`config.mk`:
```
export PLATFORM = sky130hd
export DESIGN_NAME = clk_ctrl_top
export DESIGN_NICKNAME = d
export VERILOG_FILES = /design/src/design/clk_ctrl_pkg.sv /design/src/design/clk_cfg_if.sv /design/src/design/sys_clk_gen.sv /design/src/design/clk_ctrl_top.sv
export SDC_FILE = /design/constraint.sdc
export NUM_CORES = 1
export LEC_CHECK = 0
export ABC_AREA = 0
export BUFFER_PORTS_ARGS = -buffer_cell sky130_fd_sc_hd__buf_2
export CAP_MARGIN = 40
export CORE_MARGIN = 5
export CORE_UTILIZATION = 43
export DETAILED_ROUTE_END_ITERATION = 16
export HOLD_SLACK_MARGIN = 0.05
export PLACE_DENSITY = 0.73
export SYNTH_ARGS = -nofsm -noshare
export SYNTH_HDL_FRONTEND = slang
export SYNTH_SLANG_ARGS = --single-unit
```
`constraint.sdc`:
```
create_clock -name pclk -period 6.2 [get_ports pclk]
set_input_delay 0.62 -clock pclk [delete_from_list [all_inputs] [get_ports pclk]]
set_output_delay 0.62 -clock pclk [all_outputs]
set_load 0.01 [all_outputs]
```
`src/design/clk_ctrl_pkg.sv`:
```
// Purpose: shared constants and types of the system clock source and prescaler
// Assumes: 32-bit apb data, word aligned registers
// Notes:   byte offsets of the register map live here
package clk_ctrl_pkg;
    // register map, byte offsets
    localparam logic [7:0] OFS_SYS_CTRL  = 8'h00;
    localparam logic [7:0] OFS_LOOP_CTRL = 8'h04;
    localparam logic [7:0] OFS_DIVIDER   = 8'h08;
    localparam logic [7:0] OFS_MEM_BUS   = 8'h0C;
    localparam logic [7:0] OFS_STATUS    = 8'h10;

    // field widths and positions
    localparam int SEL_W      = 2;
    localparam int DIV_W      = 10;
    localparam int WAIT_W     = 3;
    localparam int BYPASS_BIT = 0;
    localparam int OSCINT_BIT = 1;
    localparam int ST_SEL_LSB = 0;
    localparam int ST_CLK_BIT = 2;
    localparam int ST_DIV_LSB = 4;
    localparam int ST_WS_LSB  = 16;

    // clock source select codes
    localparam logic [1:0] SEL_WAKEUP = 2'h0;
    localparam logic [1:0] SEL_RSVD   = 2'h1;
    localparam logic [1:0] SEL_PLL    = 2'h2;
    localparam logic [1:0] SEL_DIRECT = 2'h3;

    // reset values
    localparam logic [1:0]  RST_SEL    = SEL_WAKEUP;
    localparam logic        RST_BYPASS = 1'h0;
    localparam logic        RST_OSCINT = 1'h1;
    localparam logic [9:0]  RST_DIV    = 10'h000;
    localparam logic [2:0]  RST_WAIT   = 3'h4;

    // flash access sequencer
    typedef enum logic [2:0] {
        FL_IDLE  = 3'h1,
        FL_WAIT  = 3'h2,
        FL_READY = 3'h4
    } flash_state_t;
endpackage

```
`src/design/clk_cfg_if.sv`:
```
// Purpose: carries clock configuration to the generator and its state back
// Assumes: single clock pclk
// Notes:   none
`timescale 1ns/1ps
interface clk_cfg_if;
    logic [1:0] clock_source_select;
    logic       oscillator_bypass_select;
    logic       osc_internal_select;
    logic [9:0] output_divider_value;
    logic [1:0] active_select;
    logic [9:0] active_divider;
    logic       sys_clk;

    modport gen (
        input  clock_source_select, oscillator_bypass_select, osc_internal_select, output_divider_value,
        output active_select, active_divider, sys_clk
    );
    modport ctl (
        output clock_source_select, oscillator_bypass_select, osc_internal_select, output_divider_value,
        input  active_select, active_divider, sys_clk
    );
endinterface

```
`src/design/sys_clk_gen.sv`:
```
// Purpose: selects and divides the system clock source
// Assumes: clock sources are levels sampled on pclk
// Notes:   config switches only while the output and the new source are low
`timescale 1ns/1ps
module sys_clk_gen
    import clk_ctrl_pkg::*;
(
    // clock and reset
    input  wire logic pclk,
    input  wire logic presetn,
    // clock sources
    input  wire logic direct_clock_input_pin,
    input  wire logic crystal_input_pin,
    input  wire logic internal_clk_in,
    input  wire logic wakeup_clk_in,
    input  wire logic pll_clk_in,
    // configuration
    clk_cfg_if.gen    cfg
);
    logic [1:0]       sel_reg,    sel_next;
    logic             byp_reg,    byp_next;
    logic             oint_reg,   oint_next;
    logic [DIV_W-1:0] div_reg,    div_next;
    logic [DIV_W-1:0] cnt_reg,    cnt_next;
    logic             osc_prev_reg, osc_prev_next;
    logic             clk_reg,    clk_next;

    // raw level of a source under a given configuration
    function automatic logic raw_level(input logic [1:0] sel, input logic byp, input logic oint);
        logic osc;
        osc = oint ? internal_clk_in : crystal_input_pin;
        unique case (sel)
            SEL_DIRECT: raw_level = direct_clock_input_pin;
            SEL_PLL:    raw_level = byp ? osc : pll_clk_in;
            default:    raw_level = wakeup_clk_in;
        endcase
    endfunction

    logic osc_lvl;
    logic osc_rise;
    logic cfg_change;
    logic [DIV_W-1:0] half;

    always_comb begin
        osc_lvl       = oint_reg ? internal_clk_in : crystal_input_pin;
        osc_rise      = osc_lvl & ~osc_prev_reg;
        half          = DIV_W'((11'(div_reg) + 11'h001) >> 1);
        sel_next      = sel_reg;
        byp_next      = byp_reg;
        oint_next     = oint_reg;
        div_next      = div_reg;
        cnt_next      = cnt_reg;
        osc_prev_next = osc_lvl;
        clk_next      = clk_reg;
        cfg_change    = (cfg.clock_source_select != sel_reg) || (cfg.oscillator_bypass_select != byp_reg)
                     || (cfg.osc_internal_select != oint_reg) || (cfg.output_divider_value != div_reg);
        if (cfg_change && !clk_reg && !raw_level(cfg.clock_source_select, cfg.oscillator_bypass_select,
                                                 cfg.osc_internal_select)) begin
            sel_next  = cfg.clock_source_select;
            byp_next  = cfg.oscillator_bypass_select;
            oint_next = cfg.osc_internal_select;
            div_next  = cfg.output_divider_value;
            cnt_next  = '0;
            clk_next  = 1'b0;
        end else if (sel_reg == SEL_PLL && byp_reg) begin
            if (div_reg == '0) begin
                clk_next = osc_lvl;
            end else if (osc_rise) begin
                // factor is divider value plus one, up to 1024
                cnt_next = (cnt_reg == div_reg) ? '0 : cnt_reg + 1'b1;
                if (cnt_reg == '0) begin
                    clk_next = 1'b1;
                end else if (cnt_reg == half) begin
                    clk_next = 1'b0;
                end
            end
        end else if (sel_reg == SEL_DIRECT) begin
            clk_next = direct_clock_input_pin;
        end else if (sel_reg == SEL_PLL) begin
            clk_next = pll_clk_in;
        end else begin
            clk_next = wakeup_clk_in;
        end
    end

    always_ff @(posedge pclk or negedge presetn) begin
        if (!presetn) begin
            sel_reg      <= RST_SEL;
            byp_reg      <= RST_BYPASS;
            oint_reg     <= RST_OSCINT;
            div_reg      <= RST_DIV;
            cnt_reg      <= '0;
            osc_prev_reg <= 1'b0;
            clk_reg      <= 1'b0;
        end else begin
            sel_reg      <= sel_next;
            byp_reg      <= byp_next;
            oint_reg     <= oint_next;
            div_reg      <= div_next;
            cnt_reg      <= cnt_next;
            osc_prev_reg <= osc_prev_next;
            clk_reg      <= clk_next;
        end
    end

    assign cfg.active_select  = sel_reg;
    assign cfg.active_divider = div_reg;
    assign cfg.sys_clk        = clk_reg;
endmodule

```
`src/design/clk_ctrl_top.sv`:
```
// Purpose: apb register file, clock source control and flash wait-state insertion
// Assumes: all inputs synchronous to pclk
// Notes:   one cycle access phase on apb
// Functional notes
// select 11 passes the direct clock input undivided, duty cycle kept.
// select 10 with bypass 1 takes the oscillator through the prescaler.
// prescaler divides by divider value plus one.
// factor one passes the oscillator clock with its own duty cycle.
// largest division factor is 1024.
// software programs at least 1/2/3/4 wait states for 8/13/17/>17 MHz.
// wait states apply to non-sequential flash accesses only.
// select 10 with bypass 0 uses the loop clock.
// select 00 uses the wakeup clock directly.
// source and divider changes never cut or glitch clock pulses.
//
// Our own choices: the placing of the registers and the APB interface to the registers.
`timescale 1ns/1ps
module clk_ctrl_top
    import clk_ctrl_pkg::*;
(
    // apb slave
    input  wire logic        pclk,
    input  wire logic        presetn,
    input  wire logic        psel,
    input  wire logic        penable,
    input  wire logic        pwrite,
    input  wire logic [7:0]  paddr,
    input  wire logic [31:0] pwdata,
    output logic      [31:0] prdata,
    output logic             pready,
    output logic             pslverr,
    // clock sources
    input  wire logic        direct_clock_input_pin,
    input  wire logic        crystal_input_pin,
    input  wire logic        internal_clk_in,
    input  wire logic        wakeup_clk_in,
    input  wire logic        pll_clk_in,
    // system clock
    output logic             sys_clk,
    // flash access
    input  wire logic        flash_req,
    input  wire logic        flash_seq,
    output logic             flash_ready
);
    clk_cfg_if cfg_bus ();

    // register state
    logic [SEL_W-1:0]  system_control_reg,     system_control_next;
    logic              bypass_reg,             bypass_next;
    logic              osc_int_reg,            osc_int_next;
    logic [DIV_W-1:0]  divider_reg,            divider_next;
    logic [WAIT_W-1:0] memory_bus_control_reg, memory_bus_control_next;
    logic [31:0]       prdata_reg,             prdata_next;
    logic              pready_reg,             pready_next;
    logic              pslverr_reg,            pslverr_next;

    // flash sequencer state
    flash_state_t      fl_state_reg,           fl_state_next;
    logic [WAIT_W-1:0] fl_cnt_reg,             fl_cnt_next;
    logic              flash_ready_reg,        flash_ready_next;

    logic              setup;
    logic              wr_take;
    logic              mapped;
    logic [31:0]       rd_val;

    sys_clk_gen u_gen (
        .pclk                   (pclk),
        .presetn                (presetn),
        .direct_clock_input_pin (direct_clock_input_pin),
        .crystal_input_pin      (crystal_input_pin),
        .internal_clk_in        (internal_clk_in),
        .wakeup_clk_in          (wakeup_clk_in),
        .pll_clk_in             (pll_clk_in),
        .cfg                    (cfg_bus)
    );

    assign cfg_bus.clock_source_select      = system_control_reg;
    assign cfg_bus.oscillator_bypass_select = bypass_reg;
    assign cfg_bus.osc_internal_select      = osc_int_reg;
    assign cfg_bus.output_divider_value     = divider_reg;

    // address decode and read mux
    always_comb begin
        mapped = 1'b1;
        rd_val = '0;
        unique case (paddr)
            OFS_SYS_CTRL: begin
                rd_val[SEL_W-1:0] = system_control_reg;
            end
            OFS_LOOP_CTRL: begin
                rd_val[BYPASS_BIT] = bypass_reg;
                rd_val[OSCINT_BIT] = osc_int_reg;
            end
            OFS_DIVIDER: begin
                rd_val[DIV_W-1:0] = divider_reg;
            end
            OFS_MEM_BUS: begin
                rd_val[WAIT_W-1:0] = memory_bus_control_reg;
            end
            OFS_STATUS: begin
                rd_val[ST_SEL_LSB +: SEL_W]  = cfg_bus.active_select;
                rd_val[ST_CLK_BIT]           = cfg_bus.sys_clk;
                rd_val[ST_DIV_LSB +: DIV_W]  = cfg_bus.active_divider;
                rd_val[ST_WS_LSB +: WAIT_W]  = memory_bus_control_reg;
            end
            default: begin
                mapped = 1'b0;
            end
        endcase
    end

    // apb register next state
    always_comb begin
        setup                   = psel && !penable;
        wr_take                 = psel && penable && pready_reg && pwrite && !pslverr_reg;
        system_control_next     = system_control_reg;
        bypass_next             = bypass_reg;
        osc_int_next            = osc_int_reg;
        divider_next            = divider_reg;
        memory_bus_control_next = memory_bus_control_reg;
        prdata_next             = prdata_reg;
        pready_next             = 1'b0;
        pslverr_next            = 1'b0;
        if (setup) begin
            pready_next  = 1'b1;
            pslverr_next = !mapped || (pwrite && paddr == OFS_STATUS);
            prdata_next  = (pwrite || !mapped) ? '0 : rd_val;
        end
        if (wr_take) begin
            unique case (paddr)
                OFS_SYS_CTRL: begin
                    system_control_next = pwdata[SEL_W-1:0];
                end
                OFS_LOOP_CTRL: begin
                    bypass_next  = pwdata[BYPASS_BIT];
                    osc_int_next = pwdata[OSCINT_BIT];
                end
                OFS_DIVIDER: begin
                    divider_next = pwdata[DIV_W-1:0];
                end
                OFS_MEM_BUS: begin
                    memory_bus_control_next = pwdata[WAIT_W-1:0];
                end
                default: begin
                    divider_next = divider_reg;
                end
            endcase
        end
    end

    always_ff @(posedge pclk or negedge presetn) begin
        if (!presetn) begin
            system_control_reg     <= RST_SEL;
            bypass_reg             <= RST_BYPASS;
            osc_int_reg            <= RST_OSCINT;
            divider_reg            <= RST_DIV;
            memory_bus_control_reg <= RST_WAIT;
            prdata_reg             <= '0;
            pready_reg             <= 1'b0;
            pslverr_reg            <= 1'b0;
        end else begin
            system_control_reg     <= system_control_next;
            bypass_reg             <= bypass_next;
            osc_int_reg            <= osc_int_next;
            divider_reg            <= divider_next;
            memory_bus_control_reg <= memory_bus_control_next;
            prdata_reg             <= prdata_next;
            pready_reg             <= pready_next;
            pslverr_reg            <= pslverr_next;
        end
    end

    // flash access sequencer
    always_comb begin
        fl_state_next    = fl_state_reg;
        fl_cnt_next      = fl_cnt_reg;
        flash_ready_next = 1'b0;
        unique case (fl_state_reg)
            FL_IDLE: begin
                if (flash_req) begin
                    if (flash_seq || memory_bus_control_reg == '0) begin
                        fl_state_next    = FL_READY;
                        flash_ready_next = 1'b1;
                    end else begin
                        fl_state_next = FL_WAIT;
                        fl_cnt_next   = memory_bus_control_reg - 1'b1;
                    end
                end
            end
            FL_WAIT: begin
                if (fl_cnt_reg == '0) begin
                    fl_state_next    = FL_READY;
                    flash_ready_next = 1'b1;
                end else begin
                    fl_cnt_next = fl_cnt_reg - 1'b1;
                end
            end
            FL_READY: begin
                fl_state_next = FL_IDLE;
            end
            default: begin
                fl_state_next = FL_IDLE;
            end
        endcase
    end

    always_ff @(posedge pclk or negedge presetn) begin
        if (!presetn) begin
            fl_state_reg    <= FL_IDLE;
            fl_cnt_reg      <= '0;
            flash_ready_reg <= 1'b0;
        end else begin
            fl_state_reg    <= fl_state_next;
            fl_cnt_reg      <= fl_cnt_next;
            flash_ready_reg <= flash_ready_next;
        end
    end

    // outputs
    assign prdata      = prdata_reg;
    assign pready      = pready_reg;
    assign pslverr     = pslverr_reg;
    assign sys_clk     = cfg_bus.sys_clk;
    assign flash_ready = flash_ready_reg;
endmodule

```
==> qor.csv, run 1 <==
stage,metric,value,unit
routing,1st-iter DRT viols,217,
die,Die Span Y,107,um
synthesis,Synth async-reset ratio,100,%
hold_path,worst min path class,primary input to asynchronous set/reset pin,
run,maxcap violations,0,
place,Post-DP HPWL,6770,um
die,initial core utilization,43.9,%
clock_tree,H-Tree Depth,3,
finish,share of cells above drive strength 1,24.2,%
global_routing,largest net degree at the start of global routing,59,
clock_tree,post-cts sizing count,0,
finish,Largest register FFs,17,
synthesis,Yosys warning count,0,
setup_path,Worst setup EP type,flip-flop,
setup_path,"Slowest-stage cell, CP",nor2_1,
global_routing,overall global routing resource usage,16.8,%
setup_path,critical path required time,6470,ps
die,Cell Rows,35,
timing,worst clock skew,9.49,ps
global_routing,Overflow after GRT,0,
power_and_ir_drop,Max IR drop VDD,109,uV
die,core area,9200,um^2
synthesis,Mapped Area,4030,um^2
routing,vias per std cell,5.72,
timing,Final Hold Viols,0,
synthesis,"Seq/Total Area, Yosys",42.9,%
timing,Final Max Tran Viols,0,
place,port bufs,50,
synthesis,Mean Syn Cell Area,9.91,um^2
global_routing,number of antenna violations at the first check in global routing,0,
clock_tree,number of post-CTS setup repair buffers,0,
finish,Area Growth Syn to Fin,10.9,%
synthesis,share of the synthesized area in the top cell type,40.3,%
clock_tree,clock buffer count from CTS,9,
clock_tree,clk sinks,69,
timing,WHS,182,ps
timing,worst relative slew slack,41.1,%
routing,Routed WL per cell,16.5,um
power_and_ir_drop,Cell Pwr Density,217,nW/um^2
finish,Ant. Diodes,0,
synthesis,"FF+latch count, synth",69,
synthesis,Cells after Synth,407,
power_and_ir_drop,Pleak,2.05,nW
routing,via count,3217,
synthesis,ys flop type,dfrtp_1,
die,I/O pins,88,
global_routing,first-pass GRT wire length,15500,um
outcome,outcome,finished clean,
place,routability congestion estimate,0.909,
clock_tree,CTS tree,built,
synthesis,Post-synth EDFFs,0,
setup_path,critical path arrival,2800,ps
setup_path,Top Family by Delay on Critical Path,simple AND/OR/NAND/NOR gates,
routing,final WL,9270,um
timing,Setup TNS,0,ps
clock_tree,hold_buf cts,0,
routing,First-pass DRT Iterations,5,
timing,Fmax,0.397,GHz
synthesis,Yosys top cell by area,dfrtp_1,
synthesis,Synth top cells by count,"dfrtp_1 (65), o21ai_0 (36), nand2_1 (33), mux2_2 (27), xnor2_1 (26)",
synthesis,most common cell in the synthesized netlist,dfrtp_1,
clock_tree,clk_lat worst skew,360,ps
setup_path,crit path launch type,flip-flop,
setup_path,Crit path largest cell delay,550,ps
routing,DR DRC count,0,
setup_path,Setup CP Type,flip-flop to flip-flop,
synthesis,Unique masters post-synth,61,
die,Die Area,11400,um^2
clock_tree,clk slew on worst S/H paths,80,ps
synthesis,Synth area leaders,"dfrtp_1 (40%), mux2_2 (7.5%), xnor2_1 (5.6%)",
timing,final worst path period share,40.7,%
clock_tree,clk buf depth,2,
timing,Tightest Pin Transition,876,ps
setup_path,Buf/Inv on CP,1,
timing,crit path time final,2520,ps
clock_tree,clk root buf,clkbuf_8,
global_routing,number of global-route vias before repair,3198,
timing,unrepaired setup endpoints after global routing,no,
setup_path,top fanout value on the critical path,11,
timing,# setup viols final,0,
finish,nets,503,
setup_path,crit path cell chain,"inv_1, ha_1, nor2b_1, a31oi_1, nand2_1, nor2_1, nand3b_1, a21oi_1",
routing,Routed Antenna Nets,0,
die,die width,107,um
==> stage by stage <==
step / power, mW / util (%) / setup WS [ps] / instances / instance area (um^2)
CTS: 0.977 / 48.6 / 3720 / 562 / 4470
finish: 0.971 / 48.6 / 3680 / 562 / 4470
global placement: 0.587 / 46.1 / 3630 / 545 / 4240
floorplan: 0.560 / - / 3940 / 421 / 4090
detailed placement: 0.593 / 46.4 / 3590 / 546 / 4270
global route: 1.01 / 48.6 / 3410 / 562 / 4470
==> worst reg2reg max path, stage by stage (launching register included) <==
cell and delay [ps]:
dfrtp_1 520, inv_1 120, ha_1 190, nor2b_1 130
a31oi_1 290, nand2_1 300, nor2_1 550, nand3b_1 160
a21oi_1 180
==> report_power, final <==
part           leakage [nW]  switching [mW]  internal, mW
registers             0.934          0.0148         0.459
clock network         0.103           0.185         0.199
logic                  1.02          0.0685        0.0442
==> cell families (layout without fill, tap and decap cells) <==
kind of cell | Yosys count | in the layout | share of synthesized area (%)
AND/OR/NAND/NOR | 122 | 122 | 16.8
flip-flops | 69 | 69 | 42.9
buffers and inverters | 51 | 81 | 7.48
XOR/XNOR | 33 | 33 | 7.17
multiplexers | 39 | 39 | 10.5
AO/OA/AOI/OAI | 87 | 87 | 13.5
other | 1 | 15 | 0.0930
adder cells (fa/ha/maj) | 5 | 5 | 1.55
==> layout make-up <==
| cell class | instances | area [um^2] |
|---|---|---|
| flip-flops and latches | 69 | 1730 |
| inverters | 12 | 45.0 |
| clock inverters | 6 | 68.8 |
| clock buffers | 10 | 138 |
| well taps | 111 | 139 |
| fillers | 858 | 4720 |
| multi-input cells | 301 | 2060 |
| repair buffers | 53 | 293 |
==> routing by layer <==
layer  track usage, %  up-vias  wire, um
met4             6.21        0       161
met5                0        -         0
li1                 -     1511         -
met1             22.1     1582      4200
met3             3.13       17       507
met2             27.5      107      4400
==> placed cells by master, fill, tap and decap left out, types with 4 or more instances in the layout <==
master / synthesis / routed
xor2_1: 7 / 7
xnor2_1: 26 / 26
nand3_1: 6 / 6
o311ai_0: 4 / 4
mux2_2: 27 / 27
nor3_1: 8 / 7
a21oi_1: 17 / 17
o21ai_0: 36 / 36
clkbuf_8: 3 / 10
nand4_1: 9 / 9
nor2_1: 22 / 22
inv_1: 12 / 12
dfrtp_1: 65 / 65
a22o_1: 7 / 7
a22oi_1: 7 / 7
nor4_1: 4 / 4
nand2b_1: 4 / 4
nor2b_1: 5 / 5
dfstp_2: 4 / 4
mux2i_1: 11 / 11
nand2_1: 33 / 33
nand3b_1: 5 / 5
buf_2: 6 / 50
conb_1: 1 / 15
ha_1: 5 / 5
==> final timing paths <==
kind / slack [ps] / startpoint / endpoint / cells after the start
worst max-delay path: 3680 / u_gen.cfg.active_divider[1] / u_gen.cnt_reg[3] / 8
worst min-delay path: 180 / presetn / cfg_bus.output_divider_value[7] / 2
worst max register to register: 3680 / u_gen.cfg.active_divider[1] / u_gen.cnt_reg[3] / 8
worst min register to register: 490 / prdata[6] / prdata[6] / 2
max in group asynchronous: 5450 / presetn / fl_state_reg[0] / 3
min in group pclk: 490 / prdata[6] / prdata[6] / 2
Note: power is estimated with default switching activity, not from simulation.
==> run 2: changes to the inputs <==
Settings changed: PLACE_DENSITY 0.73 to 0.75.
Clock period 6.2 ns to 2 ns, I/O delays scaled along.
==> qor.csv, run 2 (synthesis gave the netlist of run 1 again) <==
stage,metric,value,unit,change
setup_path,Worst R2R End,u_gen.cfg.sys_clk,,was u_gen.cnt_reg[3]
finish,final instance area,5370,um^2,was 4470 um^2
hold_path,WHS Endpoint,cfg_bus.output_divider_value[9],,
place,placed cell areas,4700,um^2,was 4270 um^2
clock_tree,CTS tree,built,,unchanged
setup_path,critical path required time,2250,ps,was 6470 ps
routing,DR DRC count,0,,unchanged
run,maxcap violations,0,,unchanged
timing,Final Hold Viols,0,,unchanged
setup_path,worst r2r path cells,7,,was 8
global_routing,Overflow after GRT,0,,unchanged
hold_path,worst min path class,primary input to flip-flop,,was primary input to asynchronous set/reset pin
setup_path,Worst setup EP type,flip-flop,,unchanged
global_routing,largest net degree at the start of global routing,70,,was 59
hold_path,hold depth,2,,
routing,1st-iter DRT viols,357,,was 217
setup_path,R2R Setup Slk,-210,ps,was 3680 ps
timing,Final WS setup,-209,ps,was 3680 ps
die,core area,9200,um^2,unchanged
setup_path,top fanout value on the critical path,5,,was 11
setup_path,critical path arrival,2460,ps,was 2800 ps
timing,final worst path period share,110,%,was 40.7%
global_routing,overall global routing resource usage,19.0,%,was 16.8%
timing,Fmax,0.453,GHz,was 0.397 GHz
clock_tree,H-Tree Depth,3,,unchanged
power_and_ir_drop,Overall Power,3.15,mW,was 971 uW
finish,"commonest non-fill, non-tap cell in the layout",buf_4,,was dfrtp_1
place,routability congestion estimate,0.886,,was 0.909
power_and_ir_drop,Max IR drop VDD,358,uV,was 109 uV
clock_tree,clk buf depth,2,,unchanged
clock_tree,clk root buf,clkbuf_8,,unchanged
timing,Final Max Tran Viols,0,,unchanged
place,port bufs,50,,unchanged
setup_path,crit path from,u_gen.cfg.active_divider[0],,was u_gen.cfg.active_divider[1]
die,die width,107,um,unchanged
routing,Routed WL per cell,18.1,um,was 16.5 um
routing,final WL,11500,um,was 9270 um
hold_path,worst hold path startpoint,pwdata[9],,
routing,via count,3650,,was 3217
routing,First-pass DRT Iterations,5,,unchanged
clock_tree,clk sinks,69,,unchanged
power_and_ir_drop,Pleak,2.48,nW,was 2.05 nW
finish,share of cells above drive strength 1,40.4,%,was 24.2%
routing,Routed Antenna Nets,0,,unchanged
outcome,outcome,"complete, but fails checks",,was finished clean
clock_tree,clock buffer count from CTS,9,,unchanged
timing,# setup viols final,11,,was 0
finish,most frequent cells in the layout,"buf_4 (61), dfrtp_1 (60), buf_2 (51)",,"was dfrtp_1 (65), buf_2 (50), o21ai_0 (36)"
setup_path,crit path launch type,flip-flop,,unchanged
finish,nets,577,,was 503
outcome,failing checks,negative setup slack,,
timing,worst clock skew,14.6,ps,was 9.49 ps
finish,Largest register FFs,17,,unchanged
power_and_ir_drop,Cell Pwr Density,586,nW/um^2,was 217 nW/um^2
finish,Area Growth Syn to Fin,33.1,%,was 10.9%
die,initial core utilization,43.9,%,unchanged
clock_tree,clk slew on worst S/H paths,80,ps,about the same
global_routing,number of antenna violations at the first check in global routing,0,,unchanged
setup_path,Setup CP Type,flip-flop to flip-flop,,unchanged
timing,unrepaired setup endpoints after global routing,yes,,was no
timing,crit path time final,2210,ps,was 2520 ps
routing,vias per std cell,5.74,,was 5.72
setup_path,reg2reg start,u_gen.cfg.active_divider[0],,was u_gen.cfg.active_divider[1]
die,Die Area,11400,um^2,unchanged
die,Cell Rows,35,,unchanged
global_routing,first-pass GRT wire length,17300,um,was 15500 um
die,Die Span Y,107,um,unchanged
die,I/O pins,88,,unchanged
finish,Ant. Diodes,0,,unchanged
place,Post-DP HPWL,7550,um,was 6770 um
clock_tree,clk_lat worst skew,360,ps,about the same
global_routing,number of global-route vias before repair,3508,,was 3198
==> run 2: cell types whose count changed in the layout (fill, tap and decap cells not counted), sizes merged <==
cell	change
buf	+70
clkbuf	+2
bufinv	-1
dlygate4sd3	+1
inv	+1
nor2	+1
==> run 2: cell type report <==
type / count / area [um^2]
multi-input combinational: 302 / 2330
clock buffer: 10 / 138
inverter: 12 / 45.0
sequential: 69 / 1740
tap: 111 / 139
timing repair buffer: 126 / 932
fill: 713 / 3830
clock inverter: 6 / 43.8
==> run 2: worst max path at each step <==
stage,end,slack [ps]
3_3_place_gp,u_gen.cfg.sys_clk,-90
2_1_floorplan,u_gen.cfg.sys_clk,0.6
5_1_grt,u_gen.cfg.sys_clk,-290
3_5_place_dp,u_gen.cnt_reg[6],-230
4_1_cts,u_gen.cfg.sys_clk,-100
6_report,u_gen.cfg.sys_clk,-210
==> run 2: report_power, final <==
part           total [mW]  internal (mW)  leakage, nW  switching [mW]
clock                1.08          0.492       0.0935           0.585
combinational       0.610          0.289         1.46           0.321
sequential           1.46           1.42        0.926          0.0358
==> run 2: worst max-delay path, stage by stage (launching register included) <==
cell	delay [ps]
dfrtp_2	460
ha_4	200
nand3_4	110
nor3_2	40
or3_1	390
a222oi_1	420
a21oi_1	150
mux2_1	330
==> run 2: stage by stage <==
stage	utilization [%]	TNS (ps)	worst slack (ps)	hold slack, ps	std cells
2_1_floorplan	-	0	0.614	-95.6	421
3_3_place_gp	51.1	-586	-94.9	248	601
3_5_place_dp	51.1	-2060	-227	250	601
4_1_cts	55.0	-104	-104	60.4	627
5_1_grt	58.4	-2030	-289	63.1	636
6_report	58.4	-823	-209	64.1	636
==> run 2: per-layer routing <==
metal	track usage (%)	up-vias	wire length [um]
met2	31.5	171	5560
li1	-	1659	-
met4	5.94	0	388
met1	25.1	1778	4720
met5	0	-	0
met3	3.61	42	844
==> run 2: repair_timing <==
item | 4_1_cts | 5_1_grt
pin swaps | 7 | 15
gates cloned | 1 | 3
setup endpoints to repair | 21 | 21
resized for setup | 20 | 44
hold buffers | 1 | 0
endpoints found under the hold margin | 65 | 0
setup buffers | 8 | 6
